--- config.mk ---
export PLATFORM = sky130hd
export DESIGN_NAME = tcpwm_top
export DESIGN_NICKNAME = d
export VERILOG_FILES = /design/src/hdl/tcpwm_pkg.sv /design/src/hdl/tcpwm_sync.sv /design/src/hdl/tcpwm_top.sv
export SDC_FILE = /design/constraint.sdc
export NUM_CORES = 1
export LEC_CHECK = 0
export BUFFER_PORTS_ARGS = -buffer_cell sky130_fd_sc_hd__buf_2
export CORE_MARGIN = 3
export CORE_UTILIZATION = 50
export DETAILED_ROUTE_END_ITERATION = 7
export PLACE_DENSITY = 0.74
export SLEW_MARGIN = 20
export SYNTH_ARGS = -nofsm -noshare
export SYNTH_HDL_FRONTEND = slang
export SYNTH_SLANG_ARGS = --single-unit
--- constraint.sdc ---
create_clock -name i_core_clk -period 2.7 [get_ports i_core_clk]
set_input_delay 0.675 -clock i_core_clk [delete_from_list [all_inputs] [get_ports i_core_clk]]
set_output_delay 0.675 -clock i_core_clk [all_outputs]
set_load 0.01 [all_outputs]
--- src/hdl/tcpwm_pkg.sv ---
/*
 * constants, register map and enumerations shared by the timer/counter/pwm unit.
 * assumes a 32-bit apb slave at word-aligned byte offsets.
 */
package tcpwm_pkg;

   // ************************************************************
   // register map (byte offsets)
   // ************************************************************
   localparam logic [7:0] CTRL_OFS = 8'h00;
   localparam logic [7:0] PERIOD_OFS = 8'h04;
   localparam logic [7:0] COMPARE_OFS = 8'h08;
   localparam logic [7:0] COUNT_OFS = 8'h0C;
   localparam logic [7:0] CAPTURE_OFS = 8'h10;
   localparam logic [7:0] STATUS_OFS = 8'h14;
   localparam logic [7:0] MASK_OFS = 8'h18;
   localparam logic [7:0] DEADBAND_OFS = 8'h1C;

   // ************************************************************
   // control fields
   // ************************************************************
   localparam int CTRL_RUN_BIT = 0;
   localparam int CTRL_MODE_LSB = 1;
   localparam int CTRL_CMP_LSB = 3;
   localparam int CTRL_CLK_LSB = 6;
   localparam int CTRL_CLK_W = 2;
   localparam int CTRL_DIV_LSB = 8;
   localparam int CTRL_DIV_W = 8;

   localparam int STAT_TC_BIT = 0;
   localparam int STAT_CMP_BIT = 1;
   localparam int STAT_CAP_BIT = 2;
   localparam int STAT_W = 3;

   localparam logic [31:0] CTRL_RESET = 32'h0000_0000;
   localparam logic [15:0] PERIOD_RESET = 16'hFFFF;
   localparam logic [15:0] COMPARE_RESET = 16'h8000;
   localparam logic [7:0] DEADBAND_RESET = 8'h00;
   localparam logic [31:0] UNMAPPED_DATA = 32'h0000_0000;
   localparam logic [15:0] CNT_ZERO = 16'h0000;
   localparam logic [15:0] CNT_ONE = 16'h0001;
   localparam logic [7:0] DIV_ONE = 8'h01;
   localparam logic [7:0] DB_ONE = 8'h01;

   typedef enum logic [1:0] {MODE_FREE, MODE_ONESHOT, MODE_GATED, MODE_RSVD} run_mode_t;
   typedef enum logic [2:0] {CMP_LT, CMP_LE, CMP_EQ, CMP_GE, CMP_GT} cmp_mode_t;
   typedef enum logic [1:0] {CLK_CORE, CLK_DIV, CLK_EXT_RISE, CLK_EXT_FALL} clk_sel_t;

endpackage

--- src/hdl/tcpwm_sync.sv ---
/*
 * three-stage synchroniser for one asynchronous input; reports a change only
 * once the second and third stages agree.
 * assumes the core clock; the first stage is read by the second only.
 */
`timescale 1ns/10ps
module tcpwm_sync
(
   input wire logic i_core_clk,
   input wire logic i_rstn,
   input wire logic i_async,
   output logic o_level,
   output logic o_rise,
   output logic o_fall
);
   logic s1_q;
   logic s2_q;
   logic s3_q;

   always_ff @(posedge i_core_clk or negedge i_rstn)
   begin
      if (!i_rstn)
      begin
         s1_q <= 1'b0;
         s2_q <= 1'b0;
         s3_q <= 1'b0;
         o_level <= 1'b0;
      end
      else
      begin
         s1_q <= i_async;
         s2_q <= s1_q;
         s3_q <= s2_q;
         if (s2_q == s3_q)
         begin
            o_level <= s3_q;
         end
      end
   end

   assign o_rise = (s2_q == s3_q) && s3_q && !o_level;
   assign o_fall = (s2_q == s3_q) && !s3_q && o_level;
endmodule

--- src/hdl/tcpwm_top.sv ---
/*
 * 16-bit down-counting timer/counter/pwm with capture, kill, deadband
 * complementary outputs and masked interrupt, configured over apb.
 * assumes routed inputs are asynchronous to the core clock and go through
 * three flip-flop synchronisers; firmware is a plain apb master.
 */
// Function
// counter is 16 bits and only counts down
// compare true uses lt, le, eq, ge or gt relation
// period loads on start, on reset input, and at terminal count
// interrupt may come from terminal count, compare true or capture
// one-shot runs one period and then stops
// gated mode decrements only while enable input is high
// capture input stores the full 16-bit count in a readable register
// kill input disables the compare outputs while active
// drives compare, terminal count, complementary compare and interrupt outputs
// complementary pwm pair with deadband between edges
// counter clock chosen from several sources by configuration
// terminal count at zero pulses the output for one counter tick; o_tc is high for one core clock cycle instead
// programmable deadband ticks hold both outputs off; kill forces both off
`timescale 1ns/10ps
module tcpwm_top
(
   input wire logic i_core_clk,
   input wire logic i_rstn,
   input wire logic i_psel,
   input wire logic i_penable,
   input wire logic i_pwrite,
   input wire logic [7:0] i_paddr,
   input wire logic [31:0] i_pwdata,
   output logic [31:0] o_prdata,
   output logic o_pready,
   output logic o_pslverr,
   input wire logic i_cnt_reset,
   input wire logic i_capture,
   input wire logic i_enable,
   input wire logic i_kill,
   input wire logic i_ext_clk,
   output logic o_cmp,
   output logic o_cmp_n,
   output logic o_tc,
   output logic o_irq
);
   import tcpwm_pkg::*;

   // ************************************************************
   // input synchronisers
   // ************************************************************
   logic rst_lvl;
   logic rst_rise;
   logic cap_rise;
   logic en_lvl;
   logic kill_lvl;
   logic ext_rise;
   logic ext_fall;

   tcpwm_sync u_sync_rst (.i_core_clk(i_core_clk), .i_rstn(i_rstn), .i_async(i_cnt_reset),
      .o_level(rst_lvl), .o_rise(rst_rise), .o_fall());
   tcpwm_sync u_sync_cap (.i_core_clk(i_core_clk), .i_rstn(i_rstn), .i_async(i_capture),
      .o_level(), .o_rise(cap_rise), .o_fall());
   tcpwm_sync u_sync_en (.i_core_clk(i_core_clk), .i_rstn(i_rstn), .i_async(i_enable),
      .o_level(en_lvl), .o_rise(), .o_fall());
   tcpwm_sync u_sync_kill (.i_core_clk(i_core_clk), .i_rstn(i_rstn), .i_async(i_kill),
      .o_level(kill_lvl), .o_rise(), .o_fall());
   tcpwm_sync u_sync_ext (.i_core_clk(i_core_clk), .i_rstn(i_rstn), .i_async(i_ext_clk),
      .o_level(), .o_rise(ext_rise), .o_fall(ext_fall));

   // ************************************************************
   // registers
   // ************************************************************
   logic [31:0] ctrl_q;
   logic [15:0] period_q;
   logic [15:0] compare_q;
   logic [15:0] count_q;
   logic [15:0] capture_q;
   logic [STAT_W-1:0] status_q;
   logic [STAT_W-1:0] mask_q;
   logic [7:0] deadband_q;

   logic run_en;
   run_mode_t run_mode;
   cmp_mode_t cmp_mode;
   clk_sel_t clk_sel;
   logic [7:0] div_val;

   assign run_en = ctrl_q[CTRL_RUN_BIT];
   assign run_mode = run_mode_t'(ctrl_q[CTRL_MODE_LSB +: 2]);
   assign cmp_mode = cmp_mode_t'(ctrl_q[CTRL_CMP_LSB +: 3]);
   assign clk_sel = clk_sel_t'(ctrl_q[CTRL_CLK_LSB +: CTRL_CLK_W]);
   assign div_val = ctrl_q[CTRL_DIV_LSB +: CTRL_DIV_W];

   logic wr_acc;
   logic rd_acc;
   assign wr_acc = i_psel && i_penable && i_pwrite;
   assign rd_acc = i_psel && i_penable && !i_pwrite;

   always_ff @(posedge i_core_clk or negedge i_rstn)
   begin
      if (!i_rstn)
      begin
         ctrl_q <= CTRL_RESET;
         period_q <= PERIOD_RESET;
         compare_q <= COMPARE_RESET;
         mask_q <= '0;
         deadband_q <= DEADBAND_RESET;
      end
      else if (wr_acc)
      begin
         unique case (i_paddr)
            CTRL_OFS: ctrl_q <= i_pwdata;
            PERIOD_OFS: period_q <= i_pwdata[15:0];
            COMPARE_OFS: compare_q <= i_pwdata[15:0];
            MASK_OFS: mask_q <= i_pwdata[STAT_W-1:0];
            DEADBAND_OFS: deadband_q <= i_pwdata[7:0];
            default: ;
         endcase
      end
   end

   // ************************************************************
   // counter clock source
   // ************************************************************
   logic [7:0] div_cnt_q;
   logic tick;

   always_ff @(posedge i_core_clk or negedge i_rstn)
   begin
      if (!i_rstn)
      begin
         div_cnt_q <= '0;
      end
      else if (div_cnt_q + DIV_ONE >= div_val)
      begin
         div_cnt_q <= '0;
      end
      else
      begin
         div_cnt_q <= div_cnt_q + DIV_ONE;
      end
   end

   always_comb
   begin
      unique case (clk_sel)
         CLK_CORE: tick = 1'b1;
         CLK_DIV: tick = (div_cnt_q + DIV_ONE >= div_val);
         CLK_EXT_RISE: tick = ext_rise;
         CLK_EXT_FALL: tick = ext_fall;
      endcase
   end

   // ************************************************************
   // counter
   // ************************************************************
   logic run_d1_q;
   logic stopped_q;
   logic start;
   logic count_step;
   logic at_tc;

   assign start = run_en && !run_d1_q;
   assign at_tc = (count_q == CNT_ZERO);
   // gated mode only steps while enable is held high
   assign count_step = run_en && !stopped_q && tick &&
      (run_mode != MODE_GATED || en_lvl);

   always_ff @(posedge i_core_clk or negedge i_rstn)
   begin
      if (!i_rstn)
      begin
         run_d1_q <= 1'b0;
      end
      else
      begin
         run_d1_q <= run_en;
      end
   end

   always_ff @(posedge i_core_clk or negedge i_rstn)
   begin
      if (!i_rstn)
      begin
         count_q <= CNT_ZERO;
         stopped_q <= 1'b0;
      end
      else if (start || rst_rise)
      begin
         count_q <= period_q;
         stopped_q <= 1'b0;
      end
      else if (count_step)
      begin
         if (at_tc)
         begin
            count_q <= period_q;
            stopped_q <= (run_mode == MODE_ONESHOT);
         end
         else
         begin
            count_q <= count_q - CNT_ONE;
         end
      end
   end

   // ************************************************************
   // compare, terminal count, capture
   // ************************************************************
   logic cmp_true;
   always_comb
   begin
      unique case (cmp_mode)
         CMP_LT: cmp_true = count_q < compare_q;
         CMP_LE: cmp_true = count_q <= compare_q;
         CMP_EQ: cmp_true = count_q == compare_q;
         CMP_GE: cmp_true = count_q >= compare_q;
         CMP_GT: cmp_true = count_q > compare_q;
         default: cmp_true = 1'b0;
      endcase
   end

   logic tc_evt;
   logic cmp_q;
   logic cmp_evt;
   assign tc_evt = count_step && at_tc;
   assign cmp_evt = run_en && cmp_true && !cmp_q;

   always_ff @(posedge i_core_clk or negedge i_rstn)
   begin
      if (!i_rstn)
      begin
         cmp_q <= 1'b0;
         o_tc <= 1'b0;
      end
      else
      begin
         cmp_q <= run_en && cmp_true;
         o_tc <= tc_evt;
      end
   end

   always_ff @(posedge i_core_clk or negedge i_rstn)
   begin
      if (!i_rstn)
      begin
         capture_q <= CNT_ZERO;
      end
      else if (cap_rise)
      begin
         capture_q <= count_q;
      end
   end

   // ************************************************************
   // deadband and kill
   // ************************************************************
   logic [7:0] db_cnt_q;
   logic last_q;

   always_ff @(posedge i_core_clk or negedge i_rstn)
   begin
      if (!i_rstn)
      begin
         o_cmp <= 1'b0;
         o_cmp_n <= 1'b0;
         db_cnt_q <= '0;
         last_q <= 1'b0;
      end
      else if (kill_lvl || !run_en)
      begin
         o_cmp <= 1'b0;
         o_cmp_n <= 1'b0;
         db_cnt_q <= deadband_q;
         last_q <= cmp_q;
      end
      else if (cmp_q != last_q)
      begin
         // both off first so the pair never overlaps
         o_cmp <= 1'b0;
         o_cmp_n <= 1'b0;
         db_cnt_q <= deadband_q;
         last_q <= cmp_q;
      end
      else if (db_cnt_q != '0)
      begin
         if (tick)
         begin
            db_cnt_q <= db_cnt_q - DB_ONE;
         end
      end
      else
      begin
         o_cmp <= last_q;
         o_cmp_n <= !last_q;
      end
   end

   // ************************************************************
   // status and interrupt
   // ************************************************************
   logic [STAT_W-1:0] evt;
   logic stat_rd;
   logic [STAT_W-1:0] mask_nxt;
   assign evt = {cap_rise, cmp_evt, tc_evt};
   // the irq flop sees a mask write in the same edge, so it never lags the mask by a cycle
   assign mask_nxt = (wr_acc && (i_paddr == MASK_OFS)) ? i_pwdata[STAT_W-1:0] : mask_q;
   assign stat_rd = rd_acc && (i_paddr == STATUS_OFS);

   always_ff @(posedge i_core_clk or negedge i_rstn)
   begin
      if (!i_rstn)
      begin
         status_q <= '0;
      end
      else
      begin
         // a new event in the clearing read still sets its bit
         status_q <= (stat_rd ? '0 : status_q) | evt;
      end
   end

   always_ff @(posedge i_core_clk or negedge i_rstn)
   begin
      if (!i_rstn)
      begin
         o_irq <= 1'b0;
      end
      else
      begin
         o_irq <= |(((stat_rd ? '0 : status_q) | evt) & mask_nxt);
      end
   end

   // ************************************************************
   // apb read path, zero wait state
   // ************************************************************
   always_ff @(posedge i_core_clk or negedge i_rstn)
   begin
      if (!i_rstn)
      begin
         o_prdata <= UNMAPPED_DATA;
         o_pready <= 1'b0;
         o_pslverr <= 1'b0;
      end
      else
      begin
         o_pready <= 1'b1;
         o_pslverr <= 1'b0;
         if (i_psel && !i_penable && !i_pwrite)
         begin
            unique case (i_paddr)
               CTRL_OFS: o_prdata <= ctrl_q;
               PERIOD_OFS: o_prdata <= {16'h0000, period_q};
               COMPARE_OFS: o_prdata <= {16'h0000, compare_q};
               COUNT_OFS: o_prdata <= {16'h0000, count_q};
               CAPTURE_OFS: o_prdata <= {16'h0000, capture_q};
               STATUS_OFS: o_prdata <= {29'h0000_0000, status_q};
               MASK_OFS: o_prdata <= {29'h0000_0000, mask_q};
               DEADBAND_OFS: o_prdata <= {24'h00_0000, deadband_q};
               default: o_prdata <= UNMAPPED_DATA;
            endcase
         end
      end
   end

   // ************************************************************
   // checks
   // ************************************************************
   tc_pulse_a: assert property (@(posedge i_core_clk) disable iff (!i_rstn)
      o_tc |=> !o_tc || $past(tc_evt)) else $error("tc pulse not caused by zero");
   down_only_a: assert property (@(posedge i_core_clk) disable iff (!i_rstn)
      $past(count_step) && !$past(at_tc) && !$past(start) && !$past(rst_rise)
      |-> count_q == $past(count_q) - CNT_ONE) else $error("counter did not decrement");
   reload_tc_a: assert property (@(posedge i_core_clk) disable iff (!i_rstn)
      tc_evt && !start && !rst_rise |=> count_q == $past(period_q))
      else $error("no reload at terminal count");
   oneshot_a: assert property (@(posedge i_core_clk) disable iff (!i_rstn)
      tc_evt && run_mode == MODE_ONESHOT && !start && !rst_rise |=> stopped_q)
      else $error("one-shot kept running");
   gated_hold_a: assert property (@(posedge i_core_clk) disable iff (!i_rstn)
      run_mode == MODE_GATED && !en_lvl && !start && !rst_rise |=> $stable(count_q))
      else $error("gated counter moved");
   capture_val_a: assert property (@(posedge i_core_clk) disable iff (!i_rstn)
      cap_rise |=> capture_q == $past(count_q)) else $error("capture value wrong");
   kill_off_a: assert property (@(posedge i_core_clk) disable iff (!i_rstn)
      kill_lvl |=> !o_cmp && !o_cmp_n) else $error("kill did not disable outputs");
   no_overlap_a: assert property (@(posedge i_core_clk) disable iff (!i_rstn)
      !(o_cmp && o_cmp_n)) else $error("complementary outputs overlap");
   irq_level_a: assert property (@(posedge i_core_clk) disable iff (!i_rstn)
      |(status_q & mask_q) |-> o_irq) else $error("irq low with pending bit");

   tc_seen_c: cover property (@(posedge i_core_clk) disable iff (!i_rstn) tc_evt);
   cap_seen_c: cover property (@(posedge i_core_clk) disable iff (!i_rstn) cap_rise);
   db_gap_c: cover property (@(posedge i_core_clk) disable iff (!i_rstn)
      $fell(o_cmp) ##[1:20] o_cmp_n);
   irq_seen_c: cover property (@(posedge i_core_clk) disable iff (!i_rstn) o_irq);
endmodule

=== Word level (Yosys, flattened, before mapping) ===
Cells that the tools add are included.

* Bits in registers: 187
* Input port bits: 50
* Output and inout bits: 38
* Word-level logic and storage cells: 152

* Add/sub/neg operators: 3
* Order comparisons: 5
* Equality and inequality tests: 24
* Mux-type cells: 24
* Bitwise gates (word level): 2
* Reductions and logical operators: 54

{| class="wikitable"
|+ Operators with widths
! kind !! number
|-
| $pmux 32 s8 || 1
|-
| $mux 16 || 3
|-
| $mux 8 || 5
|-
| $eq 8x5->1 const B || 4
|-
| $logic_and 1x1->1 || 22
|-
| $eq 16x16->1 || 1
|-
| $eq 8x4->1 const B || 2
|-
| $ge 16x16->1 || 1
|-
| $gt 16x16->1 || 1
|-
| $le 16x16->1 || 1
|-
| $logic_not 16->1 || 1
|-
| $lt 16x16->1 || 1
|-
| $sub 16x1->16 const B || 1
|-
| $reduce_and 2->1 || 7
|-
| $logic_not 1->1 || 11
|-
| $mux 1 || 11
|-
| $add 8x1->8 const B || 1
|-
| $eq 8x3->1 const B || 1
|-
| $ge 8x8->1 || 1
|-
| $logic_not 8->1 || 1
|-
| $reduce_bool 8->1 || 1
|-
| $sub 8x1->8 const B || 1
|-
| $eq 3x2->1 const B || 2
|-
| $mux 3 || 2
|-
| other kinds (18) || 29
|}

=== Logic depth before layout (Yosys ltp) ===
Gate-level depths: netlist of the first run.

* Depth in word-level cells: 10
* Gate-level depth with buffers: 13
* Mapped depth without buffers: 11

=== Cells and area by module ===
Synthesis of the first run repeated with hierarchy kept, for this count alone.

* Cell total of the unflattened synthesis: 853
* Area total of the unflattened synthesis: 9267.6 µm²

{| class="wikitable"
|+ Modules (own cells, without submodules)
! module !! instances !! cells an instance !! area each (µm²) !! sequential area each (µm²)
|-
| tcpwm_top || 1 || 798 || 8466.9 || 4200.3
|-
| tcpwm_sync || 5 || 11 || 160.2 || 100.1
|}

=== Worst setup path before layout of the first run ===
Ideal clock, no wire load.

* Kind: register -> register
* Start: reg div_cnt_q[0]
* End: reg db_cnt_q[1]
* Library setup time: 78 ps
* Data arrival time: 2676 ps
* Data required time: 2622 ps
* Path slack: -53 ps
* Stages on the path, launching flop included: 13
* Buffers on the path: 1
* Period minus slack after synthesis: 2753 ps
* Path through: dfrtp_1 -> and3_1 -> nand3_1 -> nor2_1 -> xor2_1 -> ha_1 -> a21oi_1 -> nand3b_1 -> a21oi_2 -> buf_2 -> nor2_1 -> mux2_1 -> a21oi_1

* Word-level cells in the longest chain between the ends: 5

{| class="wikitable"
|+ RTL lines
! item !! RTL line !! text
|-
| start, declared || tcpwm_top.sv:123 || <nowiki>logic [7:0] div_cnt_q;</nowiki>
|-
| start signal, assigned || tcpwm_top.sv:138 || <nowiki>div_cnt_q <= div_cnt_q + DIV_ONE;</nowiki>
|-
| $add 8x1->8 || tcpwm_top.sv:146 || <nowiki>CLK_DIV: tick = (div_cnt_q + DIV_ONE >= div_val);</nowiki>
|-
| $ge 8x8->1 || tcpwm_top.sv:146 ||
|-
| $pmux 1 s4 || tcpwm_top.sv:144 || <nowiki>unique case (clk_sel)</nowiki>
|-
| $reduce_bool 3->1 (no line) || n/a ||
|-
| $reduce_and 2->1 (no line) || n/a ||
|-
| end signal, assigned || tcpwm_top.sv:272 || <nowiki>db_cnt_q <= deadband_q;</nowiki>
|-
| end signal, assigned || tcpwm_top.sv:280 || <nowiki>db_cnt_q <= deadband_q;</nowiki>
|-
| end signal, assigned || tcpwm_top.sv:287 || <nowiki>db_cnt_q <= db_cnt_q - DB_ONE;</nowiki>
|-
| end, declared || tcpwm_top.sv:256 || <nowiki>logic [7:0] db_cnt_q;</nowiki>
|}

No other way between the ends.
A chain may end at the register's enable or synchronous reset.

=== Worst setup path in the final report of the first run ===
* Start: reg div_cnt_q[0]
* End: reg db_cnt_q[5]

Same word-level chain as after synthesis.

==> results of run 1 <==
[metrics by stage]
stage / power, mW / instance area [µm²] / hold slack (ns) / setup WS, ns
final: 6.64 / 10700 / 0.280 / 0.0765
after global routing: 6.91 / 10700 / 0.328 / -0.0852
after CTS: 6.65 / 10500 / 0.310 / 0.00331
after detailed placement: 4.18 / 9930 / 0.335 / -0.128
after global placement: 4.15 / 9930 / 0.332 / -0.0361
after floorplan: 3.78 / 8990 / 0.331 / -0.0238
[where the power goes]
part	switching (mW)	total (mW)	internal (mW)
combinational	0.534	0.956	0.422
clock	1.10	2.47	1.37
sequential	0.200	3.21	3.01
[cell families after synthesis]
family / count (synthesis)
adder cells (fa/ha/maj): 37
AO/OA/AOI/OAI: 142
other: 2
AND/OR/NAND/NOR: 247
multiplexers: 101
flip-flops: 187
XOR/XNOR: 13
buffers and inverters: 75
[sequential cells by signal (all words and copies together), names as in the netlist, 3 cells and up]
signal,cells
mask_q,3
o_prdata,32
deadband_q,8
capture_q,16
div_cnt_q,8
db_cnt_q,8
count_q,16
status_q,3
compare_q,16
period_q,16
ctrl_q,32
[cells in the final DEF, fill, tap and decap left out, drive strengths merged, types with 7 or more instances in the layout]
| master | instances |
|---|---|
| xnor2 | 10 |
| buf | 133 |
| nand3 | 33 |
| nor3 | 21 |
| dfrtp | 170 |
| and3 | 8 |
| dfstp | 17 |
| nand4 | 10 |
| o21ai | 16 |
| a211oi | 7 |
| a22oi | 12 |
| ha | 35 |
| clkbuf | 23 |
| a31oi | 19 |
| a222oi | 18 |
| nor2 | 64 |
| inv | 41 |
| nand2 | 72 |
| mux2 | 97 |
| a21oi | 26 |
[final cells by class]
cell class / instances / area (µm²) / share of cell area
clock buffers: 22 / 474 / 0.0442
multi-input cells: 542 / 4170 / 0.389
inverters: 37 / 139 / 0.0130
repair buffers: 134 / 852 / 0.0795
well taps: 225 / 282 / 0.0263
flip-flops and latches: 187 / 4700 / 0.438
clock inverters: 10 / 108 / 0.0100
[routing by layer]
metal  wire length (µm)  vias to the layer above  global-route usage
met1               9800                     3333               0.323
met3               1680                       34              0.0396
li1                   -                     3154                   -
met5                  0                        -                   0
met2              10400                      279               0.360
met4                444                        0              0.0688
[repair_timing]
item,in CTS,in global routing
gates resized for setup,3,33
endpoints found under the setup margin,25,26
pin swaps,2,20
endpoints found under the hold margin,0,0
buffers inserted,1,1
[worst min path at each step]
stage | start | end | depth (start not counted)
floorplan | u_sync_cap.s1_q$_DFF_PN0_ | u_sync_cap.s2_q$_DFF_PN0_ | 0
global placement | u_sync_en.s1_q$_DFF_PN0_ | u_sync_en.s2_q$_DFF_PN0_ | 0
detailed placement | u_sync_en.s1_q$_DFF_PN0_ | u_sync_en.s2_q$_DFF_PN0_ | 0
CTS | i_rstn | ctrl_q[30]$_DFFE_PN0P_ | 1
global route | i_rstn | ctrl_q[30]$_DFFE_PN0P_ | 1
finish | i_rstn | ctrl_q[30]$_DFFE_PN0P_ | 1
==> flow_summary.json, run 1 <==
{
  "status": "finished, final reports clean",
  "synth_xor_area_frac": 0.0127,
  "overflow": 0,
  "antenna_found_initial": 0,
  "cp_data_arrival_time_ns": 2.94,
  "crit_path_end": "db_cnt_q[5]$_DFFE_PN0P_",
  "vias": 6800,
  "fp.dieArea_um2": 19600,
  "worst-slew-pin-transition_ns": 0.800,
  "detail_route.iter0.violations": 737,
  "synth_area_leaders": "dfrtp_1, mux2_2, dfstp_2",
  "numPortBuffers": 86,
  "final_net_count": 1004,
  "finalNonFillerCells": 1157,
  "synth_fp_nets": 889,
  "grt_pass1_vias": 6790,
  "core-area_um2": 17500,
  "ys_seq_elements": 187,
  "synth_common_cells": "dfrtp_1, mux2_2, nand2_1",
  "crit_cells": 13,
  "critPathKind": "reg -> reg",
  "clock_skew_ns": 0.0106,
  "clockRootBuffer": "clkbuf_16",
  "cp_top_family": "simple AND/OR/NAND/NOR gates",
  "maxCapViolCount": 0,
  "r2r_start": "div_cnt_q[0]$_DFF_PN0_",
  "r2r_setup_slack_ns": 0.08,
  "relSlewSlack": 0.466,
  "powerDensity_nw_per_um2": 619,
  "drc": 0,
  "grt_pass1_wl_mm": 35.6,
  "rsz0062_at_grt": "true",
  "period_needed_ns": 2.62,
  "path_buf_inv": 2,
  "grt_max_degree": 82,
  "period_share": 0.972,
  "boundaryPins": 88,
  "first_pass_iters": 6,
  "cts_hold_buf": 0,
  "worstSkewPairLatency_ns": 0.44,
  "cp-end-kind": "flip-flop",
  "cts_buffers": 17,
  "cts.clk_slew.worst_paths_ns": 0.07,
  "yosys_warnings": 0,
  "cts_max_path_buffers": 2,
  "routedWlPerCell_um": 19.3,
  "num-fill-cells": 1404,
  "viasPerCell": 5.88,
  "post-dp-hpwl_mm": 15.3,
  "ys_types": 70,
  "synth-edff-count": 0,
  "ys_seq_area_frac": 0.523,
  "max_stage_delay_ns": 0.41,
  "syn_to_final_growth_pct": 19.3,
  "worstPathMaxFanout": 7,
  "die_x_um": 140,
  "start_util": 0.514,
  "ys_async_sr_fraction": 1.00,
  "drive_gt1_frac": 0.342,
  "synth_top_area_share": 0.473,
  "synth_compound_area_frac": 0.116,
  "cp_slowest_cell": "dfrtp_1",
  "synth_top_family_by_area": "simple AND/OR/NAND/NOR gates",
  "critPathRequiredTime_ns": 3.02,
  "synthFlopType": "dfrtp_1",
  "ir_worst_vdd_mv": 0.553,
  "dp_cells": 1123,
  "startpoint": "div_cnt_q[0]$_DFF_PN0_",
  "cp_cell_sequence": "and3_4 -> nand3_4 -> nor2_4 -> xor2_2 -> ha_1 -> o211ai_1 -> a211oi_2 -> a21oi_2 -> buf_6 -> buf_6 -> nor3_1 -> xnor2_1 -> a21oi_1",
  "syn_inst": 804,
  "worstHoldPathType": "in -> async",
  "synth.avg_cell_area_um2": 11.2,
  "fin_tns_setup_ns": 0,
  "grt_usage": 0.227,
  "synth_most_common_cell": "dfrtp_1",
  "synthSimpleGateAreaFrac": 0.135,
  "final_util": 0.613,
  "fmax_ghz": 0.381,
  "setup_viol": 0,
  "synthAdderAreaFrac": 0.0509,
  "slew_viol_final": 0,
  "syn-cell-area_um2": 8990,
  "ant_nets": 0,
  "p_leak_nw": 5.00,
  "drt-total-wl_mm": 22.3,
  "r2r-end": "db_cnt_q[5]$_DFFE_PN0P_",
  "cts_tree": "built",
  "cts_max_level": 4,
  "hold_viol_final": 0,
  "synth.area.mux_share": 0.126,
  "rows": 48,
  "diodes": 0,
  "path_common_cell": "buf_6",
  "cts_sinks": 187,
  "dieHeight_um": 140,
  "r2r_cells": 13,
  "startpoint_type": "flip-flop",
  "synth_top_area_cell": "dfrtp_1",
  "place_congestion": 0.888
}
No activity file was read; power rests on OpenSTA's default activity.
==> run 2, diff against run 1 <==
--- a/config.mk
+++ b/config.mk
@@ -8,8 +8,10 @@
 export BUFFER_PORTS_ARGS = -buffer_cell sky130_fd_sc_hd__buf_2
 export CORE_MARGIN = 3
 export CORE_UTILIZATION = 50
+export CTS_BUF_LIST = sky130_fd_sc_hd__clkbuf_8
 export DETAILED_ROUTE_END_ITERATION = 7
-export PLACE_DENSITY = 0.74
+export MAX_ROUTING_LAYER = met4
+export PLACE_DENSITY = 0.82
 export SLEW_MARGIN = 20
 export SYNTH_ARGS = -nofsm -noshare
 export SYNTH_HDL_FRONTEND = slang
==> flow_summary.json, run 2 (same netlist as run 1, synthesis figures left out) <==
{
  "status": "finished, final reports clean",
  "r2r_setup_slack_ns": 0.02,
  "period_share": 0.993,
  "ir_worst_vdd_mv": 0.385,
  "relSlewSlack": 0.576,
  "boundaryPins": 88,
  "clock_skew_ns": 0.0124,
  "grt_pass1_wl_mm": 36.6,
  "detail_route.iter0.violations": 637,
  "diodes": 0,
  "critPathRequiredTime_ns": 3.08,
  "cp_data_arrival_time_ns": 3.06,
  "drc": 0,
  "start_util": 0.514,
  "finalPower_mw": 6.02,
  "routedWlPerCell_um": 19.4,
  "first_pass_iters": 6,
  "hold_viol_final": 0,
  "worstPathMaxFanout": 8,
  "worstSkewPairLatency_ns": 0.47,
  "cp-end-kind": "flip-flop",
  "holdWs_ns": 0.131,
  "syn_to_final_growth_pct": 16.5,
  "grt_pass1_vias": 7110,
  "period_needed_ns": 2.68,
  "worstHoldPathType": "in -> async",
  "post-dp-hpwl_mm": 15.8,
  "worst-slew-pin-transition_ns": 0.635,
  "final_common_cell": "dfrtp_1",
  "cts_max_level": 4,
  "grt_usage": 0.239,
  "reg_top3": "ctrl_q (32), o_prdata (32)",
  "cts.clk_slew.worst_paths_ns": 0.09,
  "cts_hold_buf": 0,
  "maxCapViolCount": 0,
  "vias": 6959,
  "fmax_ghz": 0.373,
  "final_area_um2": 10500,
  "rows": 48,
  "grt_max_degree": 55,
  "antenna_found_initial": 0,
  "final_net_count": 1007,
  "core-area_um2": 17500,
  "cts_tree": "built",
  "ant_nets": 0,
  "clockRootBuffer": "clkbuf_8",
  "die_x_um": 140,
  "fin_tns_setup_ns": 0,
  "p_leak_nw": 4.94,
  "cts_sinks": 187,
  "cts_buffers": 17,
  "startpoint_type": "flip-flop",
  "drive_gt1_frac": 0.338,
  "final_util": 0.599,
  "dieHeight_um": 140,
  "setup_viol": 0,
  "numPortBuffers": 86,
  "place_area_um2": 9930,
  "critPathKind": "reg -> reg",
  "overflow": 0,
  "viasPerCell": 6.00,
  "fp.dieArea_um2": 19600,
  "cts_max_path_buffers": 2,
  "powerDensity_nw_per_um2": 574,
  "layout_common_cells": "dfrtp_1, mux2_2, buf_2",
  "slew_viol_final": 0,
  "drt-total-wl_mm": 22.5,
  "place_congestion": 0.955
}
## run 2: cell count changes in the layout (fill, tap and decap cells not counted), moves of 2 or more
cell and change:
buf_4 +5, clkbuf_1 -2, clkbuf_16 -17, clkbuf_8 +17
clkinv_2 +2, inv_1 +5, inv_6 -2, inv_8 -2
xnor2_2 +2
## run 2: path summary, 6_finish.rpt
check / from / endpoint / depth (start not counted)
min reg2reg: u_sync_en.s1_q$_DFF_PN0_ / u_sync_en.s2_q$_DFF_PN0_ / 0
max in group asynchronous: i_rstn / ctrl_q[21]$_DFFE_PN0P_ / 2
max: div_cnt_q[0]$_DFF_PN0_ / count_q[4]$_DFFE_PN0P_ / 12
min in group i_core_clk: i_kill / u_sync_kill.s1_q$_DFF_PN0_ / 1
min: i_rstn / ctrl_q[17]$_DFFE_PN0P_ / 1
max reg2reg: div_cnt_q[0]$_DFF_PN0_ / count_q[4]$_DFFE_PN0P_ / 12
## run 2: layout make-up
cell class	instances	area, µm²
sequential	187	4700
multi-input combinational	542	4110
tap	225	282
fill	1383	7000
timing repair buffer	137	858
inverter	37	139
clock buffer	20	275
clock inverter	12	110
## run 2: metrics by stage
stage	instances	setup WS, ns
after floorplan	804	-0.0238
after global placement	1125	0.000663
after detailed placement	1125	-0.0649
after CTS	1157	0.0266
after global routing	1160	-0.0644
final	1160	0.0199
## run 2: routing by layer
metal  global-route usage  up-vias  wire length [µm]
li1                     -     3154                 -
met1                0.311     3432              9420
met2                0.379      316             10800
met3               0.0526       57              1830
met4               0.0765        0               476
met5                    -        -                 0
## run 2: power breakdown
group / total (mW) / internal [mW] / switching (mW)
clock network: 1.83 / 0.876 / 0.952
logic: 0.991 / 0.434 / 0.557
registers: 3.20 / 3.01 / 0.188
## run 2: timing repair
action,4_1_cts,5_1_grt
setup endpoints to repair,16,26
pin swaps,0,13
gates resized for setup,4,23
setup buffers,0,3
## run 2: worst max-delay path: stages (launching register included)
cell       delay [ns]
dfrtp_1          0.39
and3_4           0.20
nand3_4          0.10
xnor2_2          0.17
ha_1             0.32
a211oi_2         0.24
o211ai_1         0.19
a21oi_2          0.25
buf_6            0.20
nor3_4           0.05
nor2_2           0.14
buf_6            0.14
a2bb2oi_1        0.20
